$ cat src/smc_pkg.sv
// Constants, types and helper functions of the system bus memory controller.
package smc_pkg;

  // ----------------------------------------------------------------------------
  // Register map (byte offsets on the register bus)
  // ----------------------------------------------------------------------------
  localparam logic [7:0] OFF_REMAP_CONTROL_REG = 8'h00;
  localparam logic [7:0] OFF_ABORT_STATUS_REG = 8'h04;
  localparam logic [7:0] OFF_ABORT_ADDRESS_REG = 8'h08;
  localparam logic [7:0] OFF_PROTECTION_AREA_REG = 8'h10;
  localparam logic [7:0] OFF_PERIPHERAL_PROTECTION_REG = 8'h50;
  localparam logic [7:0] OFF_PROTECTION_ENABLE_REG = 8'h54;
  localparam int NUM_AREAS = 16;

  // ----------------------------------------------------------------------------
  // Field positions
  // ----------------------------------------------------------------------------
  localparam int REMAP_TOGGLE_BIT = 0;
  localparam int PROTECTION_ENABLE_BIT = 0;
  localparam int ASR_UNDEFINED_ADDRESS_CAUSE = 0;
  localparam int ASR_MISALIGNED_CAUSE = 1;
  localparam int ASR_PROTECTION_VIOLATION_CAUSE = 2;
  localparam int ASR_ABORT_SIZE_FIELD = 8;
  localparam int ASR_ABORT_TYPE_FIELD = 10;
  localparam int ASR_LAST_ABORT_BY_DMA = 16;
  localparam int ASR_LAST_ABORT_BY_CPU = 17;
  localparam int ASR_STICKY_DMA_ABORT = 24;
  localparam int ASR_STICKY_CPU_ABORT = 25;
  localparam int AREA_PERM_LSB = 0;
  localparam int AREA_PERM_MSB = 1;
  localparam int AREA_SIZE_LSB = 4;
  localparam int AREA_SIZE_MSB = 7;
  localparam int AREA_BA_LSB = 10;
  localparam int AREA_BA_MSB = 21;
  localparam int AREA_BA_W = 12;
  localparam int AREA_TOP_LSB = 22;
  localparam logic [3:0] AREA_SIZE_CODE_MAX = 4'hb;
  localparam logic [31:0] AREA_WRITE_MASK = 32'h003f_fcf3;
  localparam logic [31:0] PERM_WRITE_MASK = 32'h0000_0003;

  // ----------------------------------------------------------------------------
  // Address decoding
  // ----------------------------------------------------------------------------
  localparam int REGION_MSB = 31;
  localparam int REGION_LSB = 28;
  localparam int SLOT_MSB = 27;
  localparam int SLOT_LSB = 20;
  localparam logic [3:0] REGION_MEMORY = 4'h0;
  localparam logic [3:0] REGION_PERIPH = 4'hf;
  localparam logic [7:0] SLOT_ZERO = 8'h00;
  localparam logic [7:0] SLOT_FLASH = 8'h01;
  localparam logic [7:0] SLOT_SRAM = 8'h02;
  localparam int FLASH_AW = 18;
  localparam int SRAM_AW = 15;
  localparam logic DMA_PRIVILEGED = 1'b1;

  // ----------------------------------------------------------------------------
  // Encodings
  // ----------------------------------------------------------------------------
  localparam logic [1:0] SIZE_BYTE = 2'h0;
  localparam logic [1:0] SIZE_HALF = 2'h1;
  localparam logic [1:0] SIZE_WORD = 2'h2;
  localparam logic [1:0] TYPE_READ = 2'h0;
  localparam logic [1:0] TYPE_WRITE = 2'h1;
  localparam logic [1:0] TYPE_FETCH = 2'h2;
  localparam logic [1:0] PERM_NONE = 2'h0;
  localparam logic [1:0] PERM_PRIV_RW = 2'h1;
  localparam logic [1:0] PERM_USER_RO = 2'h2;
  localparam logic [1:0] PERM_ALL_RW = 2'h3;
  localparam logic [1:0] RESP_OKAY = 2'h0;
  localparam logic [1:0] RESP_SLVERR = 2'h2;

  typedef enum logic [1:0] {SEL_NONE, SEL_FLASH, SEL_SRAM, SEL_PERIPH} smc_sel_t;

  // ----------------------------------------------------------------------------
  // Helpers
  // ----------------------------------------------------------------------------
  // True when a permission code lets this access through.
  function automatic logic smc_perm_ok(input logic [1:0] perm, input logic priv, input logic wr);
    case (perm)
      PERM_PRIV_RW: return priv;
      PERM_USER_RO: return priv | ~wr;
      PERM_ALL_RW: return 1'b1;
      default: return 1'b0;
    endcase
  endfunction : smc_perm_ok

  // Marks which base-address bits take part in the compare for a size code.
  function automatic logic [AREA_BA_W-1:0] smc_area_mask(input logic [3:0] size);
    int lsb;
    logic [AREA_BA_W-1:0] m;
    lsb = (size > AREA_SIZE_CODE_MAX) ? AREA_TOP_LSB : AREA_BA_LSB + int'(size);
    for (int j = 0; j < AREA_BA_W; j++) begin
      m[j] = (AREA_BA_LSB + j) >= lsb;
    end
    return m;
  endfunction : smc_area_mask

  // Byte-lane merge, lane 0 holding the least significant byte.
  function automatic logic [31:0] smc_merge(input logic [31:0] old, input logic [31:0] d, input logic [3:0] strb);
    logic [31:0] m;
    m = old;
    for (int b = 0; b < 4; b++) begin
      if (strb[b]) begin
        m[8*b +: 8] = d[8*b +: 8];
      end
    end
    return m;
  endfunction : smc_merge

endpackage : smc_pkg

$ cat src/smc_top.sv
// System bus memory controller: arbiter, decoder, alignment and protection checks, abort status.
// What this block does
// - Only little-endian byte ordering is served, for both masters.
// - Fixed priority: the DMA master always wins over the processor.
// - Top address nibble splits space into 256 MB regions; undefined ones abort.
// - Eight more address bits pick a 1 MB slot within internal memory.
// - Memories smaller than their slot repeat across the whole slot.
// - An unallocated internal-memory slot aborts the access.
// - Slot zero shows flash before remap and SRAM after; both stay at home.
// - Writing one to the remap bit toggles remap; zero does nothing.
// - Abort causes are undefined address, protection violation and misalignment only.
// - The abort line goes to every master whichever one made the access.
// - Each abort captures the full 32-bit access address, overwriting the old.
// - Each abort records size, type and the cause in the status register.
// - Status shows last aborting master and per-master sticky flags cleared by read.
// - For data aborts the captured address is the data address itself.
// - Sixteen protection areas; unit off after reset until the enable bit is set.
// - Area sizes 1 KB to 4 MB; only base bits above the size match.
// - A separate peripheral permission guards the peripheral region the same way.
// - With protection on, a forbidden write or user access aborts and is recorded.
// - Overlapping areas: the most restrictive permission governs.
// - With protection on, internal accesses matching no area abort.
// - Misaligned word or half-word accesses abort and are cancelled.
// - Processor instruction fetches skip the alignment check.
//
// Implementation choices: the placing of the registers and the AXI4-Lite slave port.
`timescale 1ns/1ns
module smc_top (
  input wire logic aclk,
  input wire logic aresetn,
  input wire logic aclk_en,
  input wire logic [7:0] s_axi_awaddr,
  input wire logic s_axi_awvalid,
  output logic s_axi_awready,
  input wire logic [31:0] s_axi_wdata,
  input wire logic [3:0] s_axi_wstrb,
  input wire logic s_axi_wvalid,
  output logic s_axi_wready,
  output logic [1:0] s_axi_bresp,
  output logic s_axi_bvalid,
  input wire logic s_axi_bready,
  input wire logic [7:0] s_axi_araddr,
  input wire logic s_axi_arvalid,
  output logic s_axi_arready,
  output logic [31:0] s_axi_rdata,
  output logic [1:0] s_axi_rresp,
  output logic s_axi_rvalid,
  input wire logic s_axi_rready,
  input wire logic dma_req,
  input wire logic [31:0] dma_addr,
  input wire logic [1:0] dma_size,
  input wire logic dma_write,
  output logic dma_grant,
  input wire logic cpu_req,
  input wire logic [31:0] cpu_addr,
  input wire logic [1:0] cpu_size,
  input wire logic cpu_write,
  input wire logic cpu_fetch,
  input wire logic cpu_priv,
  output logic cpu_grant,
  output logic mem_valid,
  output smc_pkg::smc_sel_t mem_sel,
  output logic [31:0] mem_addr,
  output logic mem_by_cpu,
  output logic bus_abort,
  output logic remap_active
);
  import smc_pkg::*;

  // ----------------------------------------------------------------------------
  // State
  // ----------------------------------------------------------------------------
  typedef struct packed {
    logic remap;
    logic pu_en;
    logic [NUM_AREAS-1:0][31:0] area;
    logic [1:0] periph_perm;
    logic [31:0] asr;
    logic [31:0] aasr;
    logic aw_done;
    logic w_done;
    logic [7:0] awaddr;
    logic [31:0] wdata;
    logic [3:0] wstrb;
    logic bvalid;
    logic [1:0] bresp;
    logic rvalid;
    logic [31:0] rdata;
    logic [1:0] rresp;
    logic acc_valid;
    smc_sel_t acc_sel;
    logic [31:0] acc_addr;
    logic abort;
    logic acc_cpu;
  } smc_state_t;

  smc_state_t r;
  smc_state_t next_r;

  // ----------------------------------------------------------------------------
  // Arbitration and request selection
  // ----------------------------------------------------------------------------
  logic a_valid;
  logic a_dma;
  logic [31:0] a_addr;
  logic [1:0] a_size;
  logic a_write;
  logic a_fetch;
  logic a_priv;

  // Hard-wired priority; no fairness, so a DMA master that never lets go starves the core.
  assign dma_grant = aclk_en & dma_req;
  assign cpu_grant = aclk_en & cpu_req & ~dma_req;
  assign a_valid = dma_req | cpu_req;
  assign a_dma = dma_req;
  assign a_addr = a_dma ? dma_addr : cpu_addr;
  assign a_size = a_dma ? dma_size : cpu_size;
  assign a_write = a_dma ? dma_write : cpu_write;
  assign a_fetch = ~a_dma & cpu_fetch;
  assign a_priv = a_dma ? DMA_PRIVILEGED : cpu_priv;

  // ----------------------------------------------------------------------------
  // Address decoding
  // ----------------------------------------------------------------------------
  logic [3:0] region;
  logic [7:0] slot;
  logic in_mem;
  logic in_periph;
  logic undef_addr;
  logic misaligned;

  // The region nibble picks memory, peripherals or a hole; inside memory the slot picks a device.
  assign region = a_addr[REGION_MSB:REGION_LSB];
  assign slot = a_addr[SLOT_MSB:SLOT_LSB];
  assign in_mem = (region == REGION_MEMORY);
  assign in_periph = (region == REGION_PERIPH);
  assign undef_addr = ~(in_mem | in_periph) |
                      (in_mem & ~(slot == SLOT_ZERO || slot == SLOT_FLASH || slot == SLOT_SRAM));

  // Fetches are exempt because the core realigns its own fetch address.
  assign misaligned = ~a_fetch & (((a_size == SIZE_WORD) & (a_addr[1:0] != 2'h0)) |
                                  ((a_size == SIZE_HALF) & a_addr[0]));

  // ----------------------------------------------------------------------------
  // Protection areas
  // ----------------------------------------------------------------------------
  logic [NUM_AREAS-1:0] area_hit;
  logic [NUM_AREAS-1:0] area_deny;
  logic access_permission_viol;

  // Areas live in the low 4 MB of each region; the region nibble is not compared, only bits 27:22 must be zero.
  for (genvar gi = 0; gi < NUM_AREAS; gi++) begin : g_area
    logic [AREA_BA_W-1:0] mask;
    assign mask = smc_area_mask(r.area[gi][AREA_SIZE_MSB:AREA_SIZE_LSB]);
    assign area_hit[gi] = (a_addr[SLOT_MSB:AREA_TOP_LSB] == '0) &&
                          (((a_addr[AREA_BA_MSB:AREA_BA_LSB] ^ r.area[gi][AREA_BA_MSB:AREA_BA_LSB]) & mask) == '0);
    assign area_deny[gi] = area_hit[gi] &
                           ~smc_perm_ok(r.area[gi][AREA_PERM_MSB:AREA_PERM_LSB], a_priv, a_write);
  end

  // Any denying hit wins over granting ones, and a miss counts as a denial.
  assign access_permission_viol = r.pu_en &
                     ((in_mem & ((|area_deny) | ~(|area_hit))) |
                      (in_periph & ~smc_perm_ok(r.periph_perm, a_priv, a_write)));

  logic abort_now;
  assign abort_now = a_valid & (undef_addr | misaligned | access_permission_viol);

  // ----------------------------------------------------------------------------
  // Register bus handshakes
  // ----------------------------------------------------------------------------
  logic ar_take;
  logic w_commit;
  logic asr_read;
  logic [3:0] ar_idx;
  logic [3:0] aw_idx;
  logic ar_area;
  logic aw_area;

  assign s_axi_awready = aclk_en & ~r.aw_done & ~r.bvalid;
  assign s_axi_wready = aclk_en & ~r.w_done & ~r.bvalid;
  assign s_axi_arready = aclk_en & ~r.rvalid;
  assign ar_take = s_axi_arvalid & s_axi_arready;
  assign w_commit = r.aw_done & r.w_done;
  assign asr_read = ar_take & (s_axi_araddr == OFF_ABORT_STATUS_REG);
  assign ar_idx = 4'((s_axi_araddr - OFF_PROTECTION_AREA_REG) >> 2);
  assign aw_idx = 4'((r.awaddr - OFF_PROTECTION_AREA_REG) >> 2);
  assign ar_area = (s_axi_araddr >= OFF_PROTECTION_AREA_REG) && (s_axi_araddr < OFF_PERIPHERAL_PROTECTION_REG);
  assign aw_area = (r.awaddr >= OFF_PROTECTION_AREA_REG) && (r.awaddr < OFF_PERIPHERAL_PROTECTION_REG);

  // ----------------------------------------------------------------------------
  // Next state
  // ----------------------------------------------------------------------------
  // One process computes the whole next state; register, status and access paths share it.
  always_comb begin
    logic [31:0] merged;
    logic sticky_dma;
    logic sticky_cpu;
    merged = smc_merge(32'h0000_0000, r.wdata, r.wstrb);
    sticky_dma = 1'b0;
    sticky_cpu = 1'b0;
    next_r = r;

    // Write address and data are caught independently, in either order.
    if (s_axi_awvalid && s_axi_awready) begin
      next_r.aw_done = 1'b1;
      next_r.awaddr = s_axi_awaddr;
    end
    if (s_axi_wvalid && s_axi_wready) begin
      next_r.w_done = 1'b1;
      next_r.wdata = s_axi_wdata;
      next_r.wstrb = s_axi_wstrb;
    end
    if (s_axi_bvalid && s_axi_bready) begin
      next_r.bvalid = 1'b0;
    end

    // Commit once both halves are held; status registers ignore writes but still answer OKAY.
    if (w_commit) begin
      next_r.aw_done = 1'b0;
      next_r.w_done = 1'b0;
      next_r.bvalid = 1'b1;
      next_r.bresp = RESP_OKAY;
      if (aw_area && r.awaddr[1:0] == 2'h0) begin
        next_r.area[aw_idx] = smc_merge(r.area[aw_idx], r.wdata, r.wstrb) & AREA_WRITE_MASK;
      end else begin
        case (r.awaddr)
          OFF_REMAP_CONTROL_REG: next_r.remap = r.remap ^ merged[REMAP_TOGGLE_BIT];
          OFF_ABORT_STATUS_REG, OFF_ABORT_ADDRESS_REG: next_r.bresp = RESP_OKAY;
          OFF_PERIPHERAL_PROTECTION_REG: begin
            next_r.periph_perm = 2'(smc_merge({30'h0, r.periph_perm}, r.wdata, r.wstrb) & PERM_WRITE_MASK);
          end
          OFF_PROTECTION_ENABLE_REG: begin
            if (r.wstrb[0]) begin
              next_r.pu_en = r.wdata[PROTECTION_ENABLE_BIT];
            end
          end
          default: next_r.bresp = RESP_SLVERR;
        endcase
      end
    end

    // Reads answer one cycle after the address is taken; unmapped words give SLVERR and zero.
    if (s_axi_rvalid && s_axi_rready) begin
      next_r.rvalid = 1'b0;
    end
    if (ar_take) begin
      next_r.rvalid = 1'b1;
      next_r.rresp = RESP_OKAY;
      next_r.rdata = 32'h0000_0000;
      if (ar_area && s_axi_araddr[1:0] == 2'h0) begin
        next_r.rdata = r.area[ar_idx];
      end else begin
        case (s_axi_araddr)
          OFF_REMAP_CONTROL_REG: next_r.rdata = 32'h0000_0000;
          OFF_ABORT_STATUS_REG: next_r.rdata = r.asr;
          OFF_ABORT_ADDRESS_REG: next_r.rdata = r.aasr;
          OFF_PERIPHERAL_PROTECTION_REG: next_r.rdata = {30'h0, r.periph_perm};
          OFF_PROTECTION_ENABLE_REG: next_r.rdata = {31'h0, r.pu_en};
          default: next_r.rresp = RESP_SLVERR;
        endcase
      end
    end

    // Sticky flags: a status read clears them, but an abort in that same cycle still sets them.
    sticky_dma = (r.asr[ASR_STICKY_DMA_ABORT] & ~asr_read) | (abort_now & a_dma);
    sticky_cpu = (r.asr[ASR_STICKY_CPU_ABORT] & ~asr_read) | (abort_now & ~a_dma);
    next_r.asr[ASR_STICKY_DMA_ABORT] = sticky_dma;
    next_r.asr[ASR_STICKY_CPU_ABORT] = sticky_cpu;

    // Every cause that applies is flagged together; the address is kept once.
    if (abort_now) begin
      next_r.aasr = a_addr;
      next_r.asr[ASR_UNDEFINED_ADDRESS_CAUSE] = undef_addr;
      next_r.asr[ASR_MISALIGNED_CAUSE] = misaligned;
      next_r.asr[ASR_PROTECTION_VIOLATION_CAUSE] = access_permission_viol;
      next_r.asr[ASR_ABORT_SIZE_FIELD +: 2] = a_size;
      next_r.asr[ASR_ABORT_TYPE_FIELD +: 2] = a_fetch ? TYPE_FETCH : (a_write ? TYPE_WRITE : TYPE_READ);
      next_r.asr[ASR_LAST_ABORT_BY_DMA] = a_dma;
      next_r.asr[ASR_LAST_ABORT_BY_CPU] = ~a_dma;
    end

    // Access issue: aborted accesses are cancelled; small memories alias across their slot.
    next_r.acc_valid = a_valid & ~abort_now;
    next_r.abort = abort_now;
    next_r.acc_cpu = a_valid & ~a_dma;
    next_r.acc_sel = SEL_NONE;
    next_r.acc_addr = 32'h0000_0000;
    if (a_valid && !abort_now) begin
      if (in_periph) begin
        next_r.acc_sel = SEL_PERIPH;
        next_r.acc_addr = a_addr;
      end else if (slot == SLOT_SRAM || (slot == SLOT_ZERO && r.remap)) begin
        next_r.acc_sel = SEL_SRAM;
        next_r.acc_addr = {{(32-SRAM_AW){1'b0}}, a_addr[SRAM_AW-1:0]};
      end else begin
        next_r.acc_sel = SEL_FLASH;
        next_r.acc_addr = {{(32-FLASH_AW){1'b0}}, a_addr[FLASH_AW-1:0]};
      end
    end
  end

  // Synchronous reset leaves remap cancelled and protection off; the enable freezes everything.
  always_ff @(posedge aclk) begin
    if (!aresetn) begin
      r <= '0;
    end else if (aclk_en) begin
      r <= next_r;
    end
  end

  // ----------------------------------------------------------------------------
  // Outputs
  // ----------------------------------------------------------------------------
  assign s_axi_bvalid = r.bvalid;
  assign s_axi_bresp = r.bresp;
  assign s_axi_rvalid = r.rvalid;
  assign s_axi_rdata = r.rdata;
  assign s_axi_rresp = r.rresp;
  assign mem_valid = r.acc_valid;
  assign mem_sel = r.acc_sel;
  assign mem_addr = r.acc_addr;
  assign mem_by_cpu = r.acc_cpu;
  assign bus_abort = r.abort;
  assign remap_active = r.remap;

  // ----------------------------------------------------------------------------
  // Checks
  // ----------------------------------------------------------------------------
  a_dma_priority: assert property (@(posedge aclk) disable iff (!aresetn)
    (aclk_en && dma_req && cpu_req) |-> (dma_grant && !cpu_grant))
    else $error("Processor granted while the DMA master requests.");

  a_undef_region: assert property (@(posedge aclk) disable iff (!aresetn)
    (aclk_en && a_valid && region != REGION_MEMORY && region != REGION_PERIPH) |=>
    (bus_abort && r.asr[ASR_UNDEFINED_ADDRESS_CAUSE] && !mem_valid))
    else $error("Undefined region access not aborted.");

  a_misalign_word: assert property (@(posedge aclk) disable iff (!aresetn)
    (aclk_en && a_valid && !a_fetch && a_size == SIZE_WORD && a_addr[1:0] != 2'h0) |=>
    (bus_abort && r.asr[ASR_MISALIGNED_CAUSE]))
    else $error("Misaligned word access not aborted.");

  a_fetch_unchecked: assert property (@(posedge aclk) disable iff (!aresetn)
    (aclk_en && a_valid && a_fetch) |=> !(bus_abort && r.asr[ASR_MISALIGNED_CAUSE]))
    else $error("Instruction fetch flagged as misaligned.");

  a_abort_addr: assert property (@(posedge aclk) disable iff (!aresetn)
    (aclk_en && abort_now) |=> (r.aasr == $past(a_addr)))
    else $error("Abort address not captured.");

  a_remap_toggle: assert property (@(posedge aclk) disable iff (!aresetn)
    (aclk_en && w_commit && r.awaddr == OFF_REMAP_CONTROL_REG && r.wstrb[0] && r.wdata[REMAP_TOGGLE_BIT]) |=>
    (remap_active != $past(remap_active)))
    else $error("Remap did not toggle.");

  a_protect_off: assert property (@(posedge aclk) disable iff (!aresetn)
    (aclk_en && a_valid && !r.pu_en) |=> !(bus_abort && r.asr[ASR_PROTECTION_VIOLATION_CAUSE]))
    else $error("Protection abort while the unit is off.");

  a_sticky_cpu: assert property (@(posedge aclk) disable iff (!aresetn)
    (aclk_en && abort_now && !dma_req) |=>
    (r.asr[ASR_STICKY_CPU_ABORT] && r.asr[ASR_LAST_ABORT_BY_CPU] && !r.asr[ASR_LAST_ABORT_BY_DMA]))
    else $error("Processor abort not recorded.");

  a_alias_sram: assert property (@(posedge aclk) disable iff (!aresetn)
    (aclk_en && a_valid && !abort_now && r.remap && in_mem && slot == SLOT_ZERO) |=>
    (mem_sel == SEL_SRAM && mem_addr[SRAM_AW-1:0] == $past(a_addr[SRAM_AW-1:0])))
    else $error("Remapped slot zero did not reach SRAM.");

  a_area_miss: assert property (@(posedge aclk) disable iff (!aresetn)
    (aclk_en && a_valid && r.pu_en && in_mem && !(|area_hit)) |=>
    (bus_abort && r.asr[ASR_PROTECTION_VIOLATION_CAUSE]))
    else $error("Access outside every area not aborted.");

endmodule : smc_top

$ cat config.mk
export PLATFORM = sky130hd
export DESIGN_NAME = smc_top
export DESIGN_NICKNAME = d
export VERILOG_FILES = /design/src/smc_pkg.sv /design/src/smc_top.sv
export SDC_FILE = /design/constraint.sdc
export NUM_CORES = 1
export LEC_CHECK = 0
export BUFFER_PORTS_ARGS = -buffer_cell sky130_fd_sc_hd__buf_2
export CELL_PAD_IN_SITES_DETAIL_PLACEMENT = 0
export CELL_PAD_IN_SITES_GLOBAL_PLACEMENT = 1
export CORE_ASPECT_RATIO = 1.25
export CORE_MARGIN = 3
export CORE_UTILIZATION = 45
export CTS_CLUSTER_DIAMETER = 150
export DETAILED_ROUTE_END_ITERATION = 8
export PLACE_DENSITY_LB_ADDON = 0.1
export SLEW_MARGIN = 10
export SYNTH_ARGS = -nofsm -noshare
export SYNTH_HDL_FRONTEND = slang
export SYNTH_SLANG_ARGS = --single-unit
$ cat constraint.sdc
create_clock -name aclk -period 4.58 [get_ports aclk]
set_input_delay 0.458 -clock aclk [delete_from_list [all_inputs] [get_ports aclk]]
set_output_delay 0.458 -clock aclk [all_outputs]
set_load 0.1 [all_outputs]
==> results.yml <==
cts:
  cts.reportedPaths.clkPinSlew_ns: 0.06
  numClockSinks: 439
  root_buffer: "clkbuf_16"
  ctsLongestPathBuffers: 3
  postCtsSetupBuffers: 0
  numCtsBuffers: 49
  cts_resized: 0
  cts_tree: "yes"
  h-tree-depth: 2
  clock_latency_ns: 0.61
  ctsHoldBuffers: 0
drt:
  vias: 24997
  drcViolationCount: 0
  wl_per_cell_um: 28.11
  wl_um: 110600
  ant_nets: 0
  via_per_inst: 6.354
  drt_pass1_iterations: 9
  drt_iter0_drc: 2568
floorplanning:
  initial_core_util_pct: 45.67
  num_rows: 102
  dieHeight_um: 286.8
  die_width_um: 230.6
  io_pins: 215
  core_area_um2: 62150
  dieArea_um2: 66150
worst_setup_path:
  setup.worst_path.end_class: "register"
  critPathMaxFanout: 22
  crit_type: "reg -> reg"
  required_ns: 5.09
  crit_arrival_ns: 4.67
  cp-start-kind: "register"
cells_and_area:
  stdcell_count: 3934
  area_growth_pct: 11.36
  nNetsFinal: 3222
  layout-drive-gt1-share_pct: 20.97
status:
  status: "complete, no violations"
synth:
  synth-seq-cells: 439
  synthesis.area_um2: 28380
  synth-main-ff-cell: "dfxtp_1"
  ys_warn_count: 0
  yosys.cell_count.top_type: "nand2_1"
  netlist_instances: 3064
  async_reset_ff_share_pct: 0
  synth_top_area_share_pct: 30.96
  yosysSeqAreaShare_pct: 30.96
  synth_cell_types: 82
  yosys-top-cells-count: "nand2_1, dfxtp_1, o211a_1, clkbuf_1, mux4_2"
  ys_top_cells_by_area: "dfxtp_1, mux4_2, o211a_1"
  synth_enable_flop_cells: 0
  synth_top_area_cell: "dfxtp_1"
  syn_area_per_cell_um2: 9.264
timing:
  setup_viol: 0
  hold_viol_final: 0
  slew_viol_final: 0
  period_minus_slack_ns: 4.157
  finClkSkew_ns: 0.02783
  slew_headroom_pct: 25.66
  clock.fmax_ghz: 0.2405
  fin_setup_tns_ns: 0
  fin_crit_sh_pct: 90.77
  rsz0062_at_grt: "no"
  tightest_slew_ns: 1.115
flow_run:
  drv_cap: 0
grt:
  grt_start_max_net_pins: 155
  grt_pass1_vias: 23578
  grt_pass1_wl_um: 161100
  grtUsageTotal_pct: 32.58
  overflow: 0
  antenna_found_initial: 6
placed_design:
  place_inst: 3842
  globalplace.congestion: 1.000
  portBuffers: 197
  dp_hpwl_um: 79410
power_and_ir_drop:
  p_leak_nw: 15.05
  power.density_nw_per_um2: 295.1
  ir_drop_mv: 0.3215
worst_hold_path:
  hp-class: "in -> reg"
==> registers in the layout, summed over array words and instances, names as in the netlist <==
signal	flops
remap_active	1
mem_addr	32
s_axi_bresp	1
mem_sel	2
bus_abort	1
s_axi_rvalid	1
mem_valid	1
mem_by_cpu	1
r	365
s_axi_rresp	1
s_axi_bvalid	1
s_axi_rdata	32
==> cell usage in the layout (no fill, tap or decap), types with 17 or more instances in the layout <==
| cell type | n |
|---|---|
| nand3_1 | 42 |
| nor2b_1 | 46 |
| o211ai_1 | 17 |
| mux2i_1 | 54 |
| nand2b_1 | 62 |
| xor2_1 | 68 |
| dfxtp_1 | 437 |
| nand2_1 | 523 |
| clkbuf_16 | 51 |
| nor2_1 | 79 |
| o31ai_1 | 26 |
| and2_1 | 17 |
| mux4_2 | 180 |
| o21ai_0 | 134 |
| a21boi_0 | 45 |
| inv_1 | 48 |
| buf_2 | 193 |
| xnor2_1 | 123 |
| buf_4 | 97 |
| a21o_1 | 30 |
| a21oi_1 | 81 |
| nor4_1 | 24 |
| nor3b_1 | 23 |
| o211a_1 | 293 |
| a22oi_1 | 27 |
| ha_1 | 27 |
==> per-stage QoR <==
step / power (mW) / area [um2] / setup WS (ns) / hold slack, ns / util, %
2_1_floorplan: 4.720 / 28390 / 0.9615 / 0.4168 / -
3_3_place_gp: 5.079 / 29870 / 0.2379 / 0.4227 / 48.06
3_5_place_dp: 5.085 / 29870 / 0.1650 / 0.4325 / 48.06
4_1_cts: 9.389 / 31600 / 0.4760 / 0.08027 / 50.85
5_1_grt: 9.613 / 31600 / 0.1800 / 0.1089 / 50.85
6_report: 9.329 / 31610 / 0.4228 / 0.1034 / 50.86
==> final timing paths <==
path / end / startpoint / cells after the start / slack [ns]
hold reg to reg: mem_addr[0] / mem_addr[0] / 2 / 0.44
hold / removal: r[99] / s_axi_wdata[20] / 3 / 0.10
setup reg to reg: r[128] / r[193] / 14 / 0.42
setup / recovery: r[128] / r[193] / 14 / 0.42
==> worst max-delay path, stage by stage (launching register included) <==
cell and delay [ns]:
dfxtp_1 0.69, ha_1 0.38, or4b_2 0.61, a21oi_1 0.17, a22oi_1 0.12, o2111ai_1 0.12, nor3_1 0.08, buf_4 0.17
a22oi_1 0.15, and4_1 0.23, o211a_1 0.31, nor3_4 0.08, nor2_4 0.47, buf_12 0.27, mux2i_1 0.21
==> per-layer routing <==
metal	vias up	part of all wire, %	track usage (%)
met4	4	6.5	18.07
li1	11162	-	-
met2	1124	46	52.92
met5	-	0.028	0
met1	12430	39	41.02
met3	277	7.8	5.928
==> logic make-up after synthesis <==
| kind of cell | synth area share, % |
|---|---|
| other cells | 0.01321 |
| mux | 17.72 |
| fa+ha+maj | 1.190 |
| simple gates | 15.12 |
| buf+inv | 6.740 |
| compound gates | 22.36 |
| xor+xnor | 5.893 |
| flops | 30.96 |
==> final cells by class <==
type | instances | area [um2]
clock buffers | 72 | 1465
well taps | 832 | 1041
flip-flops and latches | 439 | 8796
inverters | 48 | 180.2
multi-input cells | 2217 | 17840
repair buffers | 306 | 2009
clock inverters | 17 | 269.0
fillers | 5809 | 30540
diodes | 3 | 7.507
==> power by group <==
| group | internal (mW) | switching, mW |
|---|---|---|
| clock network | 2.60 | 1.71 |
| logic | 0.382 | 0.698 |
| registers | 3.87 | 0.0628 |
(Power assumes the default switching activity.)
